<file path="src/htc_pkg.sv">
// Constants and types for the heat pump tank thermostat controller
package htc_pkg;

	// ------------------------------------------------------------
	// Temperature representation: signed, 0.1 degC per LSB
	// ------------------------------------------------------------
	localparam int TEMP_W = 12;
	typedef logic signed [TEMP_W-1:0] htc_temp_type;

	localparam htc_temp_type ZERO_OFS        = 12'sh000;
	localparam htc_temp_type COMP_OFF_HYST   = 12'sh014; // 2.0 degC
	localparam htc_temp_type RESTART_HYST    = 12'sh01e; // 3.0 degC
	localparam htc_temp_type TANK_WATER_MAX  = 12'sh1f4; // 50.0 degC
	localparam htc_temp_type TANK_OUTLET_MAX = 12'sh212; // 53.0 degC
	localparam htc_temp_type HP_OFF_HYST     = 12'sh028; // 4.0 degC
	localparam htc_temp_type INLET_MAX       = 12'sh226; // 55.0 degC
	localparam htc_temp_type TANK_HYST       = 12'sh00a; // 1.0 degC
	localparam htc_temp_type HP_OFF_TEMP     = TANK_OUTLET_MAX + HP_OFF_HYST;

	// ------------------------------------------------------------
	// Timebase and second-scale durations
	// ------------------------------------------------------------
	localparam int CLK_PERIOD_NS   = 50;
	localparam int SEC_NS          = 1000000000;
	localparam int TICK_CYCLES_DEF = SEC_NS / CLK_PERIOD_NS;
	localparam int TICK_W          = 25;
	localparam int SEC_W           = 11;
	typedef logic [SEC_W-1:0] htc_sec_type;

	localparam htc_sec_type SEC_ZERO        = 11'h000;
	localparam htc_sec_type SEC_ONE         = 11'h001;
	localparam htc_sec_type COMP_OFF_S      = 11'h0b4; // 3 minutes
	localparam htc_sec_type RESTART_WAIT_S  = 11'h0b4; // 3 minutes
	localparam htc_sec_type PREPUMP_S       = 11'h0b4; // 3 minutes
	localparam htc_sec_type HP_HOT_S        = 11'h0b4; // 3 minutes
	localparam htc_sec_type INLET_HOT_S     = 11'h03c; // 60 seconds
	localparam htc_sec_type TANK_SAT_S      = 11'h00a; // 10 seconds
	localparam htc_sec_type BOOST_SAT_S     = 11'h00f; // 15 seconds
	localparam htc_sec_type BOOST_MIN_OFF_S = 11'h4b0; // 20 minutes
	localparam htc_sec_type HEATER_DELAY_DEF = 11'h03c;

	// ------------------------------------------------------------
	// Supervisory states
	// ------------------------------------------------------------
	typedef enum logic [1:0] {
		ST_OFF,
		ST_PREPUMP,
		ST_RUN,
		ST_HOLD
	} htc_state_type;

endpackage

</file>
<file path="src/htc_ctrl.sv">
// Thermostat and tank-mode supervisory controller, single clock
// Notes on behaviour
// Heating: outlet over set+2C 3min stops compressor
// Restart after 3min wait, outlet below latch
// Internal set recomputed continuously from remote set
// Tank-only mode holds valve at tank side
// Tank water set is min(tank set, 50C)
// Tank mode outlet set forced to 53C
// Hp off, tank above set+1C 10s: pump off
// Tank below set-1C: pump 3min, then hp
// Outlet above 57C for 3min stops hp
// Latch inlet-3C at off; restart below it
// Inlet above 55C 60s stops; restart below 55C
// Booster waits for startup heater delay
// Booster needs tank below heater-on threshold
// Booster needs 20 minutes minimum off time
// Tank above tank set 15s stops booster
// Backup heater inhibited in tank-only mode
// Valve output high selects tank side
// Persistence timers restart when condition drops
// Booster combines heater-on and min off time
// All temperatures signed, one common resolution
`timescale 1ns/1ps

module htc_ctrl import htc_pkg::*; #(
	parameter int          TICK_CYCLES        = TICK_CYCLES_DEF,
	parameter htc_sec_type HEATER_DELAY_S     = HEATER_DELAY_DEF,
	parameter bit          BOOST_NEED_MIN_OFF = 1'b1
) (
	input  wire logic         sys_clk,
	input  wire logic         srst,
	input  wire logic         op_on,
	input  wire logic         tank_mode,
	input  wire htc_temp_type remote_set,
	input  wire htc_temp_type shift_offset,
	input  wire htc_temp_type tank_set,
	input  wire htc_temp_type heater_on_temp,
	input  wire htc_temp_type t_outlet,
	input  wire htc_temp_type t_inlet,
	input  wire htc_temp_type t_tank,
	output htc_temp_type      internal_set,
	output htc_temp_type      water_set,
	output htc_temp_type      outlet_set,
	output logic              comp_en,
	output logic              pump_on,
	output logic              valve_tank,
	output logic              booster_on,
	output logic              backup_inhibit
);

	// ------------------------------------------------------------
	// Helper functions
	// ------------------------------------------------------------

	// Signed a > b + ofs, widened so the sum cannot wrap
	function automatic logic gt(htc_temp_type a, htc_temp_type b,
		htc_temp_type ofs);
		logic signed [TEMP_W:0] lhs;
		logic signed [TEMP_W:0] rhs;
		lhs = {a[TEMP_W-1], a};
		rhs = {b[TEMP_W-1], b} + {ofs[TEMP_W-1], ofs};
		return lhs > rhs;
	endfunction

	// Continuous persistence count in seconds, saturating at lim
	function automatic htc_sec_type persist(htc_sec_type cnt, logic cond,
		logic tk, htc_sec_type lim);
		htc_sec_type r;
		r = cnt;
		if (!cond) begin
			r = SEC_ZERO;
		end else if (tk && cnt < lim) begin
			r = cnt + SEC_ONE;
		end
		return r;
	endfunction

	// ------------------------------------------------------------
	// State
	// ------------------------------------------------------------
	logic [TICK_W-1:0] tick_cnt;
	logic [TICK_W-1:0] next_tick_cnt;
	htc_state_type     state;
	htc_state_type     next_state;
	logic              last_mode;
	logic              next_last_mode;
	logic              off_inlet;
	logic              next_off_inlet;
	htc_temp_type      restart_thr;
	htc_temp_type      next_restart_thr;
	htc_sec_type       st_cnt;
	htc_sec_type       next_st_cnt;
	htc_sec_type       c_hot;
	htc_sec_type       next_c_hot;
	htc_sec_type       c_inlet;
	htc_sec_type       next_c_inlet;
	htc_sec_type       c_tank;
	htc_sec_type       next_c_tank;
	htc_sec_type       c_boost;
	htc_sec_type       next_c_boost;
	htc_sec_type       boost_off;
	htc_sec_type       next_boost_off;
	htc_sec_type       init_cnt;
	htc_sec_type       next_init_cnt;
	htc_temp_type      next_internal_set;
	htc_temp_type      next_water_set;
	htc_temp_type      next_outlet_set;
	logic              next_comp_en;
	logic              next_pump_on;
	logic              next_valve_tank;
	logic              next_booster_on;
	logic              next_backup_inhibit;

	logic              tick;
	logic              tank_act;
	logic              restart;
	logic              out_hot;
	logic              inlet_hot;
	logic              tank_sat;
	logic              tank_low;
	logic              hot_done;
	logic              inlet_done;
	logic              boost_req;
	htc_sec_type       hot_lim;

	// ------------------------------------------------------------
	// Comparisons and derived thresholds
	// ------------------------------------------------------------
	assign tick     = (tick_cnt == TICK_W'(TICK_CYCLES - 1));
	assign tank_act = op_on && tank_mode;
	assign hot_lim  = tank_mode ? HP_HOT_S : COMP_OFF_S;
	assign out_hot  = tank_mode ? gt(t_outlet, HP_OFF_TEMP, ZERO_OFS)
		: gt(t_outlet, internal_set, COMP_OFF_HYST);
	assign inlet_hot = gt(t_inlet, INLET_MAX, ZERO_OFS);
	assign tank_sat  = gt(t_tank, water_set, TANK_HYST);
	assign tank_low  = gt(water_set - TANK_HYST, t_tank, ZERO_OFS);
	assign hot_done   = (c_hot == hot_lim);
	assign inlet_done = tank_mode && (c_inlet == INLET_HOT_S);
	// Restart condition depends on which thermostat tripped
	assign restart = (tank_mode && off_inlet)
		? gt(INLET_MAX, t_inlet, ZERO_OFS)
		: gt(restart_thr, t_outlet, ZERO_OFS);
	// Booster enable combination
	assign boost_req = gt(heater_on_temp, t_tank, ZERO_OFS)
		&& (!BOOST_NEED_MIN_OFF || boost_off == BOOST_MIN_OFF_S)
		&& (init_cnt == HEATER_DELAY_S);

	// ------------------------------------------------------------
	// Next-state logic
	// ------------------------------------------------------------

	// Timebase, supervisory FSM, timers and actuator commands
	always_comb begin
		next_tick_cnt = tick ? '0 : tick_cnt + 1'b1;
		next_state = state;
		next_last_mode = tank_mode;
		next_off_inlet = off_inlet;
		next_restart_thr = restart_thr;
		next_st_cnt = persist(st_cnt, 1'b1, tick, BOOST_MIN_OFF_S);
		next_c_hot = persist(c_hot, out_hot && state == ST_RUN, tick,
			hot_lim);
		next_c_inlet = persist(c_inlet, inlet_hot && state == ST_RUN, tick,
			INLET_HOT_S);
		next_c_tank = persist(c_tank, tank_sat && state == ST_HOLD, tick,
			TANK_SAT_S);
		next_c_boost = persist(c_boost, booster_on && tank_act
			&& gt(t_tank, tank_set, ZERO_OFS), tick, BOOST_SAT_S);
		next_init_cnt = persist(init_cnt, 1'b1, tick, HEATER_DELAY_S);
		next_internal_set = remote_set + shift_offset;
		next_water_set = gt(tank_set, TANK_WATER_MAX, ZERO_OFS)
			? TANK_WATER_MAX : tank_set;
		next_outlet_set = tank_mode ? TANK_OUTLET_MAX : internal_set;
		if (!op_on || tank_mode != last_mode) begin
			next_state = ST_OFF;
			next_st_cnt = SEC_ZERO;
		end else begin
			case (state)
				ST_OFF: begin
					if (!tank_mode) begin
						next_state = ST_RUN;
					end else if (tank_low) begin
						next_state = ST_PREPUMP;
						next_st_cnt = SEC_ZERO;
					end
				end
				ST_PREPUMP: begin
					if (st_cnt >= PREPUMP_S) begin
						next_state = ST_RUN;
					end
				end
				ST_RUN: begin
					if (hot_done || inlet_done) begin
						next_state = ST_HOLD;
						next_st_cnt = SEC_ZERO;
						next_off_inlet = inlet_done && !hot_done;
						next_restart_thr = t_inlet - RESTART_HYST;
					end
				end
				ST_HOLD: begin
					if (tank_mode && c_tank == TANK_SAT_S) begin
						next_state = ST_OFF;
					end else if (restart && (tank_mode
						|| st_cnt >= RESTART_WAIT_S)) begin
						next_state = ST_RUN;
					end
				end
				default: begin
					next_state = ST_OFF;
				end
			endcase
		end
		next_comp_en = (next_state == ST_RUN);
		next_pump_on = (next_state != ST_OFF);
		next_valve_tank = tank_act;
		next_backup_inhibit = tank_act;
		// Booster: off on satisfaction or leaving tank mode
		next_booster_on = booster_on;
		next_boost_off = persist(boost_off, !booster_on, tick,
			BOOST_MIN_OFF_S);
		if (booster_on && (!tank_act || c_boost == BOOST_SAT_S)) begin
			next_booster_on = 1'b0;
			next_boost_off = SEC_ZERO;
		end else if (!booster_on && tank_act && boost_req) begin
			next_booster_on = 1'b1;
		end
	end

	// ------------------------------------------------------------
	// Registers
	// ------------------------------------------------------------

	// Synchronous reset; min off timer starts already satisfied
	always_ff @(posedge sys_clk) begin
		if (srst) begin
			tick_cnt       <= '0;
			state          <= ST_OFF;
			last_mode      <= 1'b0;
			off_inlet      <= 1'b0;
			restart_thr    <= ZERO_OFS;
			st_cnt         <= SEC_ZERO;
			c_hot          <= SEC_ZERO;
			c_inlet        <= SEC_ZERO;
			c_tank         <= SEC_ZERO;
			c_boost        <= SEC_ZERO;
			boost_off      <= BOOST_MIN_OFF_S;
			init_cnt       <= SEC_ZERO;
			internal_set   <= ZERO_OFS;
			water_set      <= ZERO_OFS;
			outlet_set     <= ZERO_OFS;
			comp_en        <= 1'b0;
			pump_on        <= 1'b0;
			valve_tank     <= 1'b0;
			booster_on     <= 1'b0;
			backup_inhibit <= 1'b0;
		end else begin
			tick_cnt       <= next_tick_cnt;
			state          <= next_state;
			last_mode      <= next_last_mode;
			off_inlet      <= next_off_inlet;
			restart_thr    <= next_restart_thr;
			st_cnt         <= next_st_cnt;
			c_hot          <= next_c_hot;
			c_inlet        <= next_c_inlet;
			c_tank         <= next_c_tank;
			c_boost        <= next_c_boost;
			boost_off      <= next_boost_off;
			init_cnt       <= next_init_cnt;
			internal_set   <= next_internal_set;
			water_set      <= next_water_set;
			outlet_set     <= next_outlet_set;
			comp_en        <= next_comp_en;
			pump_on        <= next_pump_on;
			valve_tank     <= next_valve_tank;
			booster_on     <= next_booster_on;
			backup_inhibit <= next_backup_inhibit;
		end
	end
endmodule // htc_ctrl

</file>
<file path="config.mk">
export PLATFORM = sky130hd
export DESIGN_NAME = htc_ctrl
export DESIGN_NICKNAME = d
export VERILOG_FILES = /design/src/htc_pkg.sv /design/src/htc_ctrl.sv
export SDC_FILE = /design/constraint.sdc
export NUM_CORES = 1
export LEC_CHECK = 0
export BUFFER_PORTS_ARGS = -buffer_cell sky130_fd_sc_hd__buf_2
export CELL_PAD_IN_SITES_DETAIL_PLACEMENT = 0
export CELL_PAD_IN_SITES_GLOBAL_PLACEMENT = 1
export CORE_MARGIN = 10
export CORE_UTILIZATION = 41
export DETAILED_ROUTE_END_ITERATION = 16
export PLACE_DENSITY = 0.77
export SETUP_SLACK_MARGIN = 0.15
export SLEW_MARGIN = 25
export SYNTH_ARGS = -nofsm -noshare
export SYNTH_HDL_FRONTEND = slang
export SYNTH_SLANG_ARGS = --single-unit
</file>
<file path="constraint.sdc">
create_clock -name sys_clk -period 3.75 [get_ports sys_clk]
set_clock_uncertainty 0.2 [all_clocks]
set_input_delay 0.1875 -clock sys_clk [delete_from_list [all_inputs] [get_ports sys_clk]]
set_output_delay 0.1875 -clock sys_clk [all_outputs]
set_load 0.02 [all_outputs]
</file>
======== Word level (Yosys, flattened, before mapping) ========
Cells that the tools add are included.
storage, ports and cells
  word-level logic and storage cells ...... 135
  memories kept ........................... 0
  bits in latches ......................... 0
  bits in writable memories ............... 0
  register bits after elaboration ......... 158
  ROM bits ................................ 0
  output and inout bits ................... 41
  input port bits ......................... 88
cells by class
  shift operators ......................... 0
  muxes and demuxes ....................... 20
  multiply operators ...................... 0
  bitwise gates (word level) .............. 5
  divide/modulo/power cells ............... 0
  magnitude comparators ................... 18
  eq/ne operators ......................... 12
  reduce and logical (&&, ||, !) cells .... 45
  add/subtract/negate cells ............... 13
operators by type and width
  operator                                                         number
  adder 11 x 1 -> 11 bit, second input constant                    7
  two-way mux 11 bit                                               7
  greater-than comparator 12 bit                                   4
  greater-than comparator 12 x 13 -> 1 bit                         2
  adder 25 x 1 -> 25 bit, second input constant                    1
  equality test 25 bit, second input constant                      1
  greater-than comparator 12 x 11 -> 1 bit, second input constant  2
  logical AND 1 bit                                                23
  equality test 11 x 4 -> 1 bit, second input constant             2
  equality test 11 x 6 -> 1 bit, second input constant             2
  less-than comparator 11 bit, second input constant               2
  less-than comparator 11 x 4 -> 1 bit, second input constant      2
  less-than comparator 11 x 6 -> 1 bit, second input constant      2
  one-hot mux 11 bit (2 select lines)                              1
  OR reduction 2 bit                                               9
  two-way mux 2 bit                                                7
  adder 12 x 5 -> 13 bit, second input constant                    1
  adder 12 x 6 -> 13 bit, second input constant                    1
  adder 12 bit                                                     1
  greater-than comparator 11 x 12 -> 1 bit, first input constant   1
  greater-than comparator 12 x 10 -> 1 bit, second input constant  1
  subtractor 12 x 5 -> 12 bit, second input constant               1
  subtractor 12 x 6 -> 12 bit, second input constant               1
  equality test 11 bit, second input constant                      1
  other kinds (18)                                                 31

======== Longest topological paths before layout ========
  depth in word-level cells ............... 8
  gate-level depth with buffers ........... 14
  gate-level depth less buffers ........... 12

======== Worst setup path after synthesis ========
Ideal clock, no wire load.
  kind .................................... reg2reg
  from .................................... register water_set[4]
  to ...................................... register st_cnt[1]
  library setup time ...................... 65 ps
  arrival ................................. 2986 ps
  buffers on the path ..................... 2
  clock period less this slack ............ 3251 ps
  data required time ...................... 3485 ps
  stages on the path, launching flop included .. 14
  setup slack ............................. 499 ps
  cells stage by stage .................... dfxtp_1 -> clkbuf_1 -> or3_1 -> or3_1 -> nor4_1 -> xor2_1 -> ha_1 -> nand4_1 -> nor4b_1 -> nor4_1 -> a21oi_1 -> nand3b_1 -> buf_2 -> nor2_1
between the ends
  word-level cells in the longest chain between the ends .. 5
RTL lines
  what                                 RTL line         RTL
  start, declared                      htc_ctrl.sv:42   output htc_temp_type water_set,
  start signal, assigned               htc_ctrl.sv:269  water_set <= next_water_set;
  subtractor 12 x 5 -> 12 bit          htc_ctrl.sv:136  assign tank_low = gt(water_set - TANK_HYST, t_tank, ZERO_OFS);
  greater-than comparator 12 bit       htc_ctrl.sv:62   return lhs > rhs;
  two-way mux 11 bit                   htc_ctrl.sv:181  end else if (tank_low) begin
  two-way mux 11 bit                   htc_ctrl.sv:179  if (!tank_mode) begin
  one-hot mux 11 bit (2 select lines)  htc_ctrl.sv:177  case (state)
  end signal, assigned                 htc_ctrl.sv:261  st_cnt <= next_st_cnt;
  end, declared                        htc_ctrl.sv:91   htc_sec_type st_cnt;
No other way between the ends.
A chain may end at the register's enable or synchronous reset.

======== Worst setup path after layout ========
  from .................................... register water_set[6]
  to ...................................... register st_cnt[6]
Same word-level chain as after synthesis.

==> run metrics <==
die height=171.5 um; Worst slew margin=48.50%; status=completed; Max clock buf depth=2; Hold Path Origin=remote_set[3]; IO Port Bufs=128; core area=22640 um^2; first-pass GRT wire length=38.76 mm; Worst Hold Path EP=internal_set[3]$_SDFF_PP0_; yosys warns=0; largest net degree at the start of global routing=65; min Tclk post-route=3.282 ns; placed cell areas=10320 um^2; latest clock arrival within the worst-skew pair=0.43 ns; Root Driver=clkbuf_16; final setup vio count=0; Util after Layout=49.83%; clock sinks=158; Max Cap Violations=0; RSZ-0062 raised after global routing=false; RR Startpoint=water_set[6]$_SDFF_PP0_; setup TNS=0 ns; hpwl dp=18.05 mm; GRT overflow=0; Area Growth Syn to Fin=19.89%; mux share of post-synthesis cell area=0.7846%; final instance area=11280 um^2; Lkg Pwr=4.742 nW; CTS tree=built; Critical Path RT=3.92 ns; Post-Synth XOR/XNOR Area=9.215%; Critical Path Source Type=flop; Worst R2R Setup Slack=0.47 ns; clock slew at the register clock pins of the worst setup and hold paths=0.07 ns; via count=7859; Mean Syn Cell Area=8.785 um^2; FILL cells=2166; DP Worst Slack=0.4356 ns; maximum VDD drop=0.2648 mV; Synth Area in Compound Gates=13.82%; Initial Util=41.56%; Cell variety after synth=78; fin crit share=87.53%; Final Non-Filler Cells=1528; PwrDens=360.7 nW/um^2; final net count=1421; Final WS setup=0.4677 ns; final WL=23.37 mm; H-tree levels=4; post-synthesis simple-gate area fraction=24.08%; Hold WC Path Type=input pin to flop; synthesized-area fraction occupied by adder cells=13.78%; CTS buffer count=17; Crit Path Category=flop to flop; Placed Instances=1458; vias per cell=5.143; synthesized cell area=9409 um^2; #FFs+latches synth=158; vias in the first global route=7844; Worst Tran Pin Value=0.7690 ns; Final GP Congestion=0.8434; Site Rows=55; Syn Nets=1262; Reg2Reg Depth=12; layout cells sized above 1=16.98%; I/O pin cnt=129; final hold slack=0.003658 ns; Power Total=4.069 mW; width of the chip=171.5 um; Max FO, Critical Path=11; # DRC=0; GRT Overall Usage=16.25%; async set-or-reset flop fraction in the synthesized netlist=0%; Routed Antenna Nets=0; FF-to-FF End=st_cnt[6]$_SDFF_PP0_; initial antenna violation count=0; highest clock rate=0.3047 GHz; Syn Inst Count=1071; Post-CTS Setup Inserts=0; register area share after synthesis=33.62%; Post-synth EDFFs=0; DR WL/cell=15.30 um; main combinational cell family by area after synthesis=simple AND/OR/NAND/NOR gates; Max Transition Viols Final=0; Worst Setup End Kind=flop; final hold vios=0; top_reg_cell synth=dfxtp_1; Ant. Diodes=0; 1st-iter DRT viols=372; DRT Pass-1 Iters=5; Worst Hold Depth=4; Die Area=29410 um^2; crit path DAT=3.45 ns
## layout make-up
type | count | area, um^2 | area share (%)
multi-input combinational | 802 | 5829 | 51.67
sequential | 158 | 3163 | 28.04
timing repair buffer | 171 | 1059 | 9.383
clock buffer | 18 | 439.2 | 3.893
tap | 285 | 356.6 | 3.161
inverter | 80 | 300.3 | 2.662
clock inverter | 14 | 133.9 | 1.187
## worst max-delay path, cell delays in order, from the launching register on
cell       delay (ns)
dfxtp_1          0.31
or3_1            0.38
or3_1            0.36
nor2_1           0.13
xor2_1           0.16
ha_1             0.26
a21o_1           0.18
a2111oi_0        0.45
nor4_1           0.11
a21oi_1          0.25
nand3b_1         0.12
buf_4            0.22
nor2_2           0.11
## Yosys cell counts, types with 25 or more instances
library cell | number | share of area, %
dfxtp_1 | 158 | 34
nor2_1 | 123 | 4.9
ha_1 | 102 | 14
inv_1 | 79 | 3.2
nand2_1 | 61 | 2.4
xor2_1 | 55 | 5.1
xnor2_1 | 44 | 4.1
a21oi_1 | 41 | 2.2
and2_1 | 30 | 2.0
nand3_1 | 29 | 1.5
o21ai_0 | 29 | 1.5
nand4_1 | 25 | 1.7
nor3_1 | 25 | 1.3
## kinds of logic after synthesis
group                      Yosys count
xor gates and xnor gates            99
adders and majority gates          103
DFF                                158
AOI/OAI and AO/OA                  178
and+or+nand+nor                    415
muxes                                7
buffers and inverters              111
## cell usage in the layout, fill, tap and decap left out, types with 24 or more instances in the layout
cell,Yosys,layout
dfxtp_1,158,158
buf_2,3,128
nor2_1,123,123
ha_1,102,102
inv_1,79,79
nand2_1,61,61
xor2_1,55,55
xnor2_1,44,44
a21oi_1,41,41
dlygate4sd3_1,0,38
and2_1,30,30
o21ai_0,29,29
nand3_1,29,29
nor3_1,25,25
nand4_1,25,25
nor2b_1,24,24
## worst max-delay path by stage
stage,start,end,slack (ns)
2_1_floorplan,water_set[4]$_SDFF_PP0_,st_cnt[1]$_SDFF_PP0_,0.50
3_3_place_gp,water_set[6]$_SDFF_PP0_,st_cnt[1]$_SDFF_PP0_,0.44
3_5_place_dp,water_set[6]$_SDFF_PP0_,st_cnt[2]$_SDFF_PP0_,0.44
4_1_cts,water_set[6]$_SDFF_PP0_,st_cnt[5]$_SDFF_PP0_,0.41
5_1_grt,water_set[6]$_SDFF_PP0_,st_cnt[4]$_SDFF_PP0_,0.18
6_report,water_set[6]$_SDFF_PP0_,st_cnt[6]$_SDFF_PP0_,0.47
## state kept, by name (all words and copies together), names as in the netlist, 2 cells and up
register,count
c_boost,11
c_inlet,11
state,2
internal_set,12
outlet_set,12
init_cnt,11
c_hot,11
tick_cnt,25
restart_thr,12
boost_off,11
water_set,12
st_cnt,11
c_tank,11
## routing by layer
layer	vias up	track usage [%]	wire length, um
li1	4092	-	-
met1	3605	20.62	11250
met2	137	26.95	10660
met3	25	3.553	1197
met4	0	4.802	266
met5	-	0	0
## report_power, final
| part | internal [mW] | switching (mW) |
|---|---|---|
| sequential | 1.71 | 0.0408 |
| clock | 0.939 | 0.738 |
| combinational | 0.279 | 0.356 |
| total | 2.93 | 1.14 |
## timing repair
| item | in CTS | in global routing |
|---|---|---|
| gates resized for setup | 0 | 1 |
| endpoints found under the setup margin | 0 | 7 |
| hold endpoints to repair | 34 | 0 |
| hold buffers | 38 | 0 |
Note: power is estimated with default switching activity, not from simulation.
